**src/rtl/sio_defines.svh**
```systemverilog
/*
   Constants of the three-wire serial port: register addresses, field
   positions, reset values, clock-select codes and transfer counts.
   Assumes it is included by bare name wherever the port logic needs them.
*/
`ifndef SIO_DEFINES_SVH
`define SIO_DEFINES_SVH

// ----------------------------------------------------------------------
// Register addresses
// ----------------------------------------------------------------------
`define SIO_ADDR_MODE_CTRL   16'hFFB8
`define SIO_ADDR_SHIFT_DATA  16'hFFB9

// ----------------------------------------------------------------------
// Control register fields and reset value
// ----------------------------------------------------------------------
`define SIO_CTRL_RESET       8'h00
`define SIO_BIT_ENABLE       7
`define SIO_BIT_RXONLY       2
`define SIO_BIT_CLKSEL_HI    1
`define SIO_BIT_CLKSEL_LO    0
`define SIO_CTRL_ZERO4       4'h0
`define SIO_READ_UNMAPPED    8'h00

// ----------------------------------------------------------------------
// Clock source codes and master half periods in CLK cycles
// ----------------------------------------------------------------------
`define SIO_CLK_EXTERNAL     2'h0
`define SIO_CLK_DIV8         2'h1
`define SIO_CLK_DIV16        2'h2
`define SIO_HALF_DIV8        5'h04
`define SIO_HALF_DIV16       5'h08
`define SIO_HALF_DIV32       5'h10
`define SIO_DIV_ONE          5'h01

// ----------------------------------------------------------------------
// Transfer size
// ----------------------------------------------------------------------
`define SIO_LAST_BIT         4'h7
`define SIO_BIT_ONE          4'h1

`endif

```
**src/rtl/sio_pkg.sv**
```systemverilog
/*
   Types shared by the three-wire serial port: transfer states and the
   packed state record of the port engine.
   Assumes nothing beyond a SystemVerilog compiler.
*/
package sio_pkg;

   // Transfer engine states
   typedef enum logic {
      ST_IDLE,
      ST_SHIFT
   } xfer_state_t;

   // Whole state of the port engine, registered in one process
   typedef struct packed {
      xfer_state_t st;
      logic        en;
      logic        rxonly;
      logic [1:0]  clksel;
      logic [7:0]  sh;
      logic [3:0]  bits;
      logic [4:0]  div;
      logic        sck;
      logic        sck_oe;
      logic        so;
      logic        so_oe;
      logic        done;
      logic        busy;
      logic        rd_pend;
      logic [7:0]  rdata;
      logic        rvalid;
      logic [1:0]  sck_sync;
      logic        sck_prev;
      logic [1:0]  si_sync;
   } sio_state_t;

endpackage

```
**src/rtl/byte_stream_if.sv**
```systemverilog
/*
   Valid/ready byte stream joining the port engine and its transmit FIFO.
   Assumes both ends run on the same clock.
*/
`timescale 1ns/100ps
interface byte_stream_if #(
   parameter int WIDTH = 8
);
   logic             valid;
   logic             ready;
   logic [WIDTH-1:0] data;

   modport src (output valid, output data, input ready);
   modport snk (input valid, input data, output ready);
endinterface

```
**src/rtl/sio_three_wire.sv**
```systemverilog
/*
   Eight-bit three-wire clocked serial port: control register, shift data
   register, master clock divider or slave clock input, MSB-first shifting
   and a transfer-done flag, with a small FIFO ahead of the transmit path.
   Assumes a CPU-side register port on CLK, pin inputs from outside the
   clock domain and a pad ring that turns the enables into two-way pins.
*/
// Notes on behaviour
// Each transfer moves eight bits, sending and receiving together through one shift register.
// The most significant bit always goes first, with no order option.
// The shift register advances on each serial clock fall, the output latch driving the pin.
// The input pin is sampled on each serial clock rise into the shift register.
// After eight bits the port stops by itself and sets the transfer-done flag.
// Enable bit 7 clear stops shifting, clears the bit count and frees the pins.
// Enabled and not receive-only, a data write starts a transfer with normal output.
// Enabled and receive-only, a data read starts a transfer with the output held low.
// Clock select 00 takes the external clock, 01/10/11 divide CLK by 8, 16 or 32.
// A transfer starts only once the last one ended with the clock stopped or high.
// A data write made while disabled never starts a transfer later.
// Reset clears the control register and clears the shift data to zero.
// Software touches the data register during a transfer only to start one.
// Software never enables this port and the asynchronous serial unit together.
// When enabled, the unused data pin stays free for port use.
// Software sets pin directions and latches to suit master, slave, send or receive.
// The serial clock idles high and carries exactly eight pulses per transfer.
`timescale 1ns/100ps
`include "sio_defines.svh"
module sio_three_wire
   import sio_pkg::*;
#(
   parameter int FIFO_DEPTH = 4
) (
   // Clock and reset
   input  wire logic        CLK,
   input  wire logic        SRST,
   // CPU register port
   input  wire logic [15:0] REG_ADDR,
   input  wire logic        REG_WR,
   input  wire logic        REG_RD,
   input  wire logic [7:0]  REG_WDATA,
   output      logic [7:0]  REG_RDATA,
   output      logic        REG_RVALID,
   output      logic        WR_READY,
   // Transfer status
   output      logic        DONE_FLAG,
   input  wire logic        DONE_CLR,
   output      logic        BUSY,
   // Serial pins
   input  wire logic        SCK_IN,
   output      logic        SCK_OUT,
   output      logic        SCK_OE,
   output      logic        SO_OUT,
   output      logic        SO_OE,
   input  wire logic        SI_IN
);

   // ----------------------------------------------------------------------
   // Elaboration checks
   // ----------------------------------------------------------------------
   if (FIFO_DEPTH < 2 || (FIFO_DEPTH & (FIFO_DEPTH - 1)) != 0) begin : g_bad_depth
      $error("sio_three_wire: FIFO_DEPTH must be a power of two of at least 2");
   end

   // ----------------------------------------------------------------------
   // Decoding helpers
   // ----------------------------------------------------------------------

   // Half period of the master clock in CLK cycles for a source code
   function automatic logic [4:0] half_period(input logic [1:0] sel);
      logic [4:0] h;
      h = `SIO_HALF_DIV32;
      if (sel == `SIO_CLK_DIV8) begin
         h = `SIO_HALF_DIV8;
      end else if (sel == `SIO_CLK_DIV16) begin
         h = `SIO_HALF_DIV16;
      end
      return h;
   endfunction

   // Address match, used for both reads and writes
   function automatic logic hit(input logic [15:0] addr, input logic [15:0] reg_addr);
      return addr == reg_addr;
   endfunction

   // ----------------------------------------------------------------------
   // Declarations
   // ----------------------------------------------------------------------
   sio_state_t s_q;
   sio_state_t s_d;
   logic       master;
   logic       start_ok;
   logic       tx_pop;
   logic       wr_data;
   logic       rd_data;

   byte_stream_if #(.WIDTH(8)) wr_s ();
   byte_stream_if #(.WIDTH(8)) tx_s ();

   // ----------------------------------------------------------------------
   // Transmit FIFO
   // ----------------------------------------------------------------------

   // Writes queue here; the engine drains one byte per transfer, and a
   // write made while WR_READY is low is refused and dropped
   sio_tx_fifo #(
      .WIDTH (8),
      .DEPTH (FIFO_DEPTH)
   ) u_fifo (
      .CLK   (CLK),
      .SRST  (SRST),
      .FLUSH (!s_q.en),
      .in_s  (wr_s.snk),
      .out_s (tx_s.src)
   );

   // Data writes count only while enabled in send mode; a write made while
   // disabled is dropped so it cannot fire when the port is enabled later
   assign wr_data    = REG_WR & hit(REG_ADDR, `SIO_ADDR_SHIFT_DATA);
   assign rd_data    = REG_RD & hit(REG_ADDR, `SIO_ADDR_SHIFT_DATA);
   assign wr_s.valid = wr_data & s_q.en & !s_q.rxonly;
   assign wr_s.data  = REG_WDATA;

   // ----------------------------------------------------------------------
   // Start conditions
   // ----------------------------------------------------------------------

   // A new transfer waits for an idle engine and, as slave, a high clock
   assign master   = (s_q.clksel != `SIO_CLK_EXTERNAL);
   assign start_ok = (s_q.st == ST_IDLE) & s_q.en
                     & (master | s_q.sck_sync[1]);
   assign tx_pop   = start_ok & !s_q.rxonly & tx_s.valid;
   assign tx_s.ready = tx_pop;

   // ----------------------------------------------------------------------
   // Next-state logic
   // ----------------------------------------------------------------------
   always_comb begin
      logic fall;
      logic rise;
      fall     = 1'b0;
      rise     = 1'b0;
      s_d      = s_q;
      s_d.rvalid = 1'b0;

      // Pin synchronisers; the first stage feeds only the second
      s_d.sck_sync = {s_q.sck_sync[0], SCK_IN};
      s_d.si_sync  = {s_q.si_sync[0], SI_IN};
      s_d.sck_prev = s_q.sck_sync[1];

      // Control register write
      if (REG_WR && hit(REG_ADDR, `SIO_ADDR_MODE_CTRL)) begin
         s_d.en     = REG_WDATA[`SIO_BIT_ENABLE];
         s_d.rxonly = REG_WDATA[`SIO_BIT_RXONLY];
         s_d.clksel = {REG_WDATA[`SIO_BIT_CLKSEL_HI], REG_WDATA[`SIO_BIT_CLKSEL_LO]};
      end

      // Register reads answer one cycle later; unused bits read zero
      if (REG_RD) begin
         s_d.rvalid = 1'b1;
         if (hit(REG_ADDR, `SIO_ADDR_MODE_CTRL)) begin
            s_d.rdata = {s_q.en, `SIO_CTRL_ZERO4, s_q.rxonly, s_q.clksel};
         end else if (rd_data) begin
            s_d.rdata = s_q.sh;
         end else begin
            s_d.rdata = `SIO_READ_UNMAPPED;
         end
      end

      // Receive-only trigger is remembered until the clock line allows it
      if (rd_data && s_q.en && s_q.rxonly && s_q.st == ST_IDLE) begin
         s_d.rd_pend = 1'b1;
      end

      unique case (s_q.st)
         ST_IDLE: begin
            s_d.sck  = 1'b1;
            s_d.div  = '0;
            s_d.bits = '0;
            if (tx_pop) begin
               s_d.sh = tx_s.data;
               s_d.st = ST_SHIFT;
            end else if (s_q.rd_pend && start_ok && s_q.rxonly) begin
               s_d.rd_pend = 1'b0;
               s_d.st      = ST_SHIFT;
            end
         end
         ST_SHIFT: begin
            // Edge source: own divider as master, synchronised pin as slave
            if (master) begin
               if (s_q.div == half_period(s_q.clksel) - `SIO_DIV_ONE) begin
                  s_d.div = '0;
                  s_d.sck = !s_q.sck;
                  fall    = s_q.sck;
                  rise    = !s_q.sck;
               end else begin
                  s_d.div = s_q.div + 1'b1;
               end
            end else begin
               fall = s_q.sck_prev & !s_q.sck_sync[1];
               rise = !s_q.sck_prev & s_q.sck_sync[1];
            end

            // Falling edge: top bit to the output latch, register shifts up
            if (fall) begin
               s_d.so = s_q.rxonly ? 1'b0 : s_q.sh[7];
               s_d.sh = {s_q.sh[6:0], 1'b0};
            end

            // Rising edge: input bit lands in the vacated low bit
            if (rise) begin
               s_d.sh[0] = s_q.si_sync[1];
               s_d.bits  = s_q.bits + `SIO_BIT_ONE;
               if (s_q.bits == `SIO_LAST_BIT) begin
                  s_d.st = ST_IDLE;
               end
            end
         end
      endcase

      // Done flag: a completion in the clearing cycle still sets it
      s_d.done = (s_q.st == ST_SHIFT && s_d.st == ST_IDLE)
                 | (s_q.done & !DONE_CLR);

      // Disabled: stop at once, clear the count, drop any pending start
      if (!s_q.en) begin
         s_d.st      = ST_IDLE;
         s_d.bits    = '0;
         s_d.div     = '0;
         s_d.rd_pend = 1'b0;
         s_d.sck     = 1'b1;
      end

      // Pin drivers: only the pins the current mode needs are taken
      s_d.sck_oe = s_d.en & (s_d.clksel != `SIO_CLK_EXTERNAL);
      s_d.so_oe  = s_d.en & !s_d.rxonly;
      if (s_d.rxonly) begin
         s_d.so = 1'b0;
      end
      s_d.busy = (s_d.st == ST_SHIFT);
   end

   // ----------------------------------------------------------------------
   // State register
   // ----------------------------------------------------------------------

   // Reset clears the control fields and parks the clock high
   always_ff @(posedge CLK) begin
      if (SRST) begin
         s_q     <= '0;
         s_q.sck <= 1'b1;
      end else begin
         s_q <= s_d;
      end
   end

   // ----------------------------------------------------------------------
   // Outputs, each straight from a flop
   // ----------------------------------------------------------------------
   assign REG_RDATA  = s_q.rdata;
   assign REG_RVALID = s_q.rvalid;
   assign WR_READY   = wr_s.ready;
   assign DONE_FLAG  = s_q.done;
   assign BUSY       = s_q.busy;
   assign SCK_OUT    = s_q.sck;
   assign SCK_OE     = s_q.sck_oe;
   assign SO_OUT     = s_q.so;
   assign SO_OE      = s_q.so_oe;

endmodule

```
**src/rtl/sio_tx_fifo.sv**
```systemverilog
/*
   Small synchronous FIFO holding transmit bytes ahead of the shift engine.
   Assumes one clock, a synchronous active-high reset and a power-of-two depth.
*/
`timescale 1ns/100ps
module sio_tx_fifo #(
   parameter int WIDTH = 8,
   parameter int DEPTH = 4
) (
   // Clock and reset
   input wire logic   CLK,
   input wire logic   SRST,
   input wire logic   FLUSH,
   // Streams
   byte_stream_if.snk in_s,
   byte_stream_if.src out_s
);
   localparam int AW = (DEPTH > 1) ? $clog2(DEPTH) : 1;

   // Pointer wrap relies on a power-of-two depth
   if (DEPTH < 2 || (DEPTH & (DEPTH - 1)) != 0) begin : g_bad_depth
      $error("sio_tx_fifo: DEPTH must be a power of two of at least 2");
   end

   typedef struct packed {
      logic [DEPTH-1:0][WIDTH-1:0] mem;
      logic [AW-1:0]               wp;
      logic [AW-1:0]               rp;
      logic [AW:0]                 cnt;
      logic                        in_rdy;
      logic                        out_vld;
   } fifo_state_t;

   fifo_state_t s_q;
   fifo_state_t s_d;
   logic        push;
   logic        pop;

   // Handshakes; ready and valid come straight from flops
   assign push        = in_s.valid & s_q.in_rdy;
   assign pop         = out_s.ready & s_q.out_vld;
   assign in_s.ready  = s_q.in_rdy;
   assign out_s.valid = s_q.out_vld;
   assign out_s.data  = s_q.mem[s_q.rp];

   // Next state; flush drops everything queued
   always_comb begin
      s_d = s_q;
      if (FLUSH) begin
         s_d.wp  = '0;
         s_d.rp  = '0;
         s_d.cnt = '0;
      end else begin
         if (push) begin
            s_d.mem[s_q.wp] = in_s.data;
            s_d.wp          = s_q.wp + 1'b1;
         end
         if (pop) begin
            s_d.rp = s_q.rp + 1'b1;
         end
         if (push && !pop) begin
            s_d.cnt = s_q.cnt + 1'b1;
         end else if (pop && !push) begin
            s_d.cnt = s_q.cnt - 1'b1;
         end
      end
      s_d.in_rdy  = (s_d.cnt != (AW+1)'(DEPTH));
      s_d.out_vld = (s_d.cnt != '0);
   end

   // State register
   always_ff @(posedge CLK) begin
      if (SRST) begin
         s_q        <= '0;
         s_q.in_rdy <= 1'b1;
      end else begin
         s_q <= s_d;
      end
   end
endmodule

```
**config.mk**
```make
export PLATFORM = sky130hd
export DESIGN_NAME = sio_three_wire
export DESIGN_NICKNAME = d
export VERILOG_FILES = /design/src/rtl/sio_pkg.sv /design/src/rtl/byte_stream_if.sv /design/src/rtl/sio_three_wire.sv /design/src/rtl/sio_tx_fifo.sv
export VERILOG_INCLUDE_DIRS = /design/src /design/src/rtl
export SDC_FILE = /design/constraint.sdc
export NUM_CORES = 1
export LEC_CHECK = 0
export BUFFER_PORTS_ARGS = -buffer_cell sky130_fd_sc_hd__buf_4
export CORE_AREA = 2 2 98 100
export CTS_BUF_LIST = sky130_fd_sc_hd__clkbuf_4
export DETAILED_ROUTE_END_ITERATION = 12
export DIE_AREA = 0 0 100 102
export GPL_ROUTABILITY_DRIVEN = 0
export PLACE_DENSITY = 0.74
export SLEW_MARGIN = 10
export SYNTH_ARGS = -nofsm -noshare
export SYNTH_HDL_FRONTEND = slang
export SYNTH_HIERARCHICAL = 1
export SYNTH_SLANG_ARGS = --single-unit
```
**constraint.sdc**
```tcl
create_clock -name CLK -period 3.24 [get_ports CLK]
set_input_delay 0.324 -clock CLK [delete_from_list [all_inputs] [get_ports CLK]]
set_output_delay 0.324 -clock CLK [all_outputs]
set_load 0.005 [all_outputs]
```
## Word-level counts from Yosys, hierarchy flattened

Cells that the tools add are included.

- Add/sub/neg operators: 7
- Multipliers: 0
- Divide/modulo/power cells: 0
- Order comparisons: 3
- Equality and inequality tests: 13
- Shift operators: 0
- Mux-type cells: 39
- Bitwise gates (word level): 20
- Reduce and logical (&&, ||, !) cells: 28

Operators with widths:

| cell | number |
|---|---|
| $mux 8 | 6 |
| $pmux 18 s2 | 1 |
| $bwmux 32 | 1 |
| $eq 16x16->1 const B | 2 |
| $mux 5 | 6 |
| $mux 1 | 17 |
| $bmux 8 s2 | 1 |
| $demux 8 s2 | 1 |
| $and 1x1->1 | 15 |
| $logic_and 1x1->1 | 10 |
| $ne 2x1->1 const B | 5 |
| $reduce_and 2->1 | 5 |
| $mux 3 | 3 |
| $logic_not 1->1 | 8 |
| $lt 2x3->1 const B | 2 |
| $mux 6 | 1 |
| $add 5x1->5 const B | 1 |
| $eq 5x5->1 | 1 |
| $sub 5x1->5 const B | 1 |
| $add 2x1->2 const B | 2 |
| $add 4x1->4 const B | 1 |
| $eq 4x3->1 const B | 1 |
| $mux 4 | 1 |
| $reduce_bool 2->1 | 2 |
| 12 further kinds | 16 |

- Bits in registers: 83
- Latch bits: 0
- Bits in writable memories: 0
- ROM bits: 0
- Input port bits: 31
- Output and inout bits: 16
- Word-level logic and storage cells: 138
- Memories: 0

## Depth between registers and ports, before layout

- Depth after elaboration: 15
- Gate-level depth with buffers: 10
- Gate-level depth less buffers: 8

## Hierarchy

The synthesis kept the hierarchy.

By module, submodules not included:

| module | times used | cells each | area each (sq um) | sequential area each (sq um) |
|---|---|---|---|---|
| sio_three_wire | 1 | 249 | 2200.9 | 840.8 |
| sio_tx_fifo | 1 | 210 | 1846.8 | 820.8 |

## Least setup slack after synthesis

OpenSTA, ideal clock, no wires.

- Kind: in2reg
- Start: in REG_ADDR[6]
- End: reg u_fifo.s_q, in the netlist u_fifo/in_s.ready
- Setup time: 127 ps
- Arrival time: 2072 ps
- Required time: 3113 ps
- Path slack: 1041 ps
- Stages on the path: 7
- Path buffers: 0
- Cell sequence: nand4b_1 -> or3_1 -> nor3_1 -> nand2_4 -> or3_2 -> a21oi_1 -> o31ai_1

- Longest elaborated chain between the ends: 11
- Elaborated cells on any way between the ends: 12
- Classes of those cells: eq/ne: 2; mux: 3; bitwise: 4; reduce/logical: 3

Ends and longest elaborated chain:

| what | line | text |
|---|---|---|
| start, declared | sio_three_wire.sv:37 | `input wire logic [15:0] REG_ADDR,` |
| $eq 16x16->1 (*) | sio_three_wire.sv:82 | `return addr == reg_addr;` |
| $and 1x1->1 (*) | sio_three_wire.sv:118 | `` assign wr_data = REG_WR & hit(REG_ADDR, `SIO_ADDR_SHIFT_DATA); `` |
| $and 1x1->1 (*) (2 in series) | sio_three_wire.sv:120 | `assign wr_s.valid = wr_data & s_q.en & !s_q.rxonly;` |
| via wr_s.valid | byte_stream_if.sv:9 | `logic valid;` |
| $and 1x1->1 (*) | sio_tx_fifo.sv:40 | `assign push = in_s.valid & s_q.in_rdy;` |
| $logic_not 1->1 | sio_tx_fifo.sv:63 | `end else if (pop && !push) begin` |
| $logic_and 1x1->1 | sio_tx_fifo.sv:63 |  |
| $mux 3 | sio_tx_fifo.sv:63 |  |
| $mux 3 (*) | sio_tx_fifo.sv:61 | `if (push && !pop) begin` |
| $mux 3 (*) | sio_tx_fifo.sv:49 | `if (FLUSH) begin` |
| $ne 3x3->1 (*) | sio_tx_fifo.sv:67 | `s_d.in_rdy = (s_d.cnt != (AW+1)'(DEPTH));` |
| end, declared | sio_tx_fifo.sv:34 | `fifo_state_t s_q;` |

The timed path passes the listed nets; every way through them passes the cells marked *.
A chain may end at the register's enable or synchronous reset.

==> qor.csv <==
stage;metric;value;unit
worst_setup_path;cp_num_buf_inv;1;
layout;multiInputGateArea;2160;um^2
clock_network;cts_inserted_buffers;9;
timing;tightest_slew;0.856;ns
worst_setup_path;slowest_stage;nor3_1;
pwr;total_leakage_power;1.56;nW
yosys;ys_types;54;
worst_setup_path;cp.depth;8;
yosys;avgSynthCellArea;8.82;um^2
worst_setup_path;rr_worst_depth;8;
pwr;p_per_area;385;nW/um^2
timing;clock_skew;0.0190;ns
clock_network;clk_pin_slew;0.14;ns
clock_network;hold_buffers;0;
worst_setup_path;crit_fanout;8;
yosys;syn_inst;459;
floorplan;dieArea;10200;um^2
grt;grt_first_pass_wirelength;14900;um
layout;n_fill_cell;874;
detailed_routing;final_antenna_net_count;0;
detailed_routing;drt_iter0_markers;138;
worst_setup_path;required;3.61;ns
worst_hold_path;hp-start;SI_IN;
yosys;synth_warnings;6;
yosys;ys_ff_latch;83;
detailed_routing;drtPass1Iterations;5;
layout;final-seq-area;1660;um^2
grt;antenna_found_initial;0;
layout;syn_to_final_growth;11.0;%
worst_setup_path;cp_top_family;simple AND/OR/NAND/NOR gates;
worst_setup_path;end_kind;register;
layout;layout_commonest_cell;nand2_1;
detailed_routing;drt-vias-per-instance;5.56;
clock_network;cts_sinks;83;
worst_setup_path;regToRegStartpoint;s_q[41];
layout;insertedDiodeCount;0;
worst_hold_path;hold_class;in -> reg;
worst_setup_path;cp_slowest_stage_delay;0.54;ns
detailed_routing;wire_per_inst;14.5;um
worst_setup_path;startpoint;s_q[41];
placed_design;dpl.cell_count;583;
run_status;status;complete, no violations;
placed_design;io_buffers;46;
floorplan;die_w;100;um
worst_hold_path;worstHoldEndpoint;s_d[1];
detailed_routing;wl;8700;um
timing;slew_headroom;42.5;%
yosys;synth.area.top_cells;dfxtp_1, nand2_1, a21oi_1, mux4_2, ha_1;
clock_network;clock_latency;0.43;ns
clock_network;clockRootBuffer;clkbuf_4;
worst_setup_path;rr_endpoint;u_fifo/s_q[23];
yosys;synth_edf_count;0;
clock_network;cts_setup_buffers;0;
clock_network;htreeDepth;3;
worst_setup_path;arrival;2.91;ns
worst_hold_path;whs_path_depth;2;
yosys;yosysSeqAreaShare;41.1;%
pwr;power;1.73;mW
yosys;syn_nets;500;
worst_setup_path;crit_path_cell_trace;inv_1 -> nor2_1 -> nand3_1 -> nor3_1 -> and3b_1 -> and2_1 -> nand2_1 -> a21oi_1;
yosys;yosysTopAreaCellShare;41.1;%
floorplan;pin_count;47;
job;cap_violations;0;
timing;min_period;2.54;ns
yosys;synthFlopType;dfxtp_1;
yosys;syn_area;4050;um^2
worst_setup_path;crit_type;reg -> reg;
floorplan;row_count;35;
placed_design;dpl.hpwl;6260;um
layout;drive_above_1_share;17.6;%
worst_setup_path;r2r_slack;0.70;ns
detailed_routing;vias;3333;
timing;final.setup.tns;0;ns
clock_network;cts_tree;yes;
timing;fin_crit_sh;78.4;%
clock_network;cts_resized;0;
timing;setup_viol;0;
floorplan;die_h;102;um
yosys;async_reset_ff_share;0;%
layout;layout.cells.non_filler;599;
detailed_routing;drc;0;
layout;nNetsFinal;524;
timing;grt_setup_unrepaired;false;
pwr;ir_drop;0.000161;V
timing;final_hold_viol_count;0;
grt;grt_overflow;0;
layout;final_cell_mix;nand2_1, dfxtp_1, a21oi_1;
grt;grt_max_degree;60;
grt;grt_pass1_vias;3248;
floorplan;start_util;44.4;%
floorplan;coreArea;9110;um^2
timing;max_freq;0.394;GHz
grt;grtUsageTotal;18.1;%
yosys;yosysTopAreaCell;dfxtp_1;
clock_network;clock_path_buffers;2;
timing;drv_slew;0;
worst_setup_path;crit_path_start_kind;register;
-- Yosys cell counts (2+ instances only) --
master      n
o21ai_0     6
nor4_4      2
o2111ai_1   3
and2_1      5
a211oi_1    2
mux4_2      8
nand3b_1    2
xnor2_1     4
a21boi_0    3
nand4b_1    7
o211ai_1    2
o21a_1      2
nor2_1      9
inv_1       9
nand4_1     9
o31ai_1     8
o21ai_1     8
ha_1       10
dfxtp_1    83
or3_1       5
xor2_1      3
and4_1      2
a21oi_1    64
nand3_1    17
mux2i_1    12
buf_6       2
clkbuf_1   15
nor3_1      6
buf_2       8
nand2_1    86
or3_2       2
and3_1      2
nor3b_1     2
buf_4       8
nand2b_1   14
nor2b_1     9
and3b_1     3
-- layout make-up --
cell class / count / share of cell area (%)
clock inverter: 7 / 1.78
multi-input combinational: 333 / 48.1
tap: 111 / 3.09
timing repair buffer: 47 / 7.85
sequential: 83 / 37.0
inverter: 9 / 0.752
clock buffer: 9 / 1.50
-- metrics by stage --
stage	instance area, um^2	setup slack (ns)	hold WS, ns	utilization (%)
floorplan	4050	1.04	0.396	-
global placement	4350	0.727	0.423	47.7
detailed placement	4350	0.658	0.423	47.7
CTS	4490	0.724	0.0782	49.3
global route	4490	0.392	0.0821	49.3
finish	4490	0.699	0.0939	49.3
-- how the worst max path moves through the flow --
stage	to
2_1_floorplan	u_fifo/in_s.ready
3_3_place_gp	u_fifo/s_q[17]
3_5_place_dp	u_fifo/out_s.valid
4_1_cts	u_fifo/s_q[21]
5_1_grt	u_fifo/s_q[21]
6_report	u_fifo/s_q[23]
-- cell families (layout without fill, tap and decap cells) --
group	count (synthesis)	in the layout	synth area share, %
multiplexers	21	21	7.70
XOR/XNOR	8	8	1.92
adder cells (fa/ha/maj)	11	11	3.37
AO/OA/AOI/OAI	103	103	14.7
AND/OR/NAND/NOR	190	190	25.7
buffers and inverters	43	72	5.59
flip-flops	83	83	41.1
-- worst reg2reg max path, delay by kind of cell (launching register included) --
family | cells | cell delay [ns]
simple gates | 6 | 1.69
flops | 1 | 0.47
compound gates | 1 | 0.12
buf+inv | 1 | 0.21
-- power breakdown --
group,total [mW],internal (mW),switching (mW)
combinational,0.0770,0.0346,0.0424
sequential,1.03,1.02,0.00124
clock,0.630,0.246,0.384
-- per-layer routing --
layer | global-route usage, % | routed length (um)
met5 | 0 | 0
met4 | 5.16 | 112
met3 | 4.51 | 474
met2 | 31.8 | 4330
met1 | 22.1 | 3790
-- flip-flops by register name (all words and copies together) (netlist names) --
name,cells
BUSY,1
REG_RDATA,8
DONE_FLAG,1
u_fifo/in_s.ready,1
s_q,24
SCK_OUT,1
u_fifo/s_q,39
SO_OUT,1
REG_RVALID,1
SCK_OE,1
SO_OE,1
u_fifo/out_s.valid,1
s_d,3
Power figures use the tool's default switching activity.
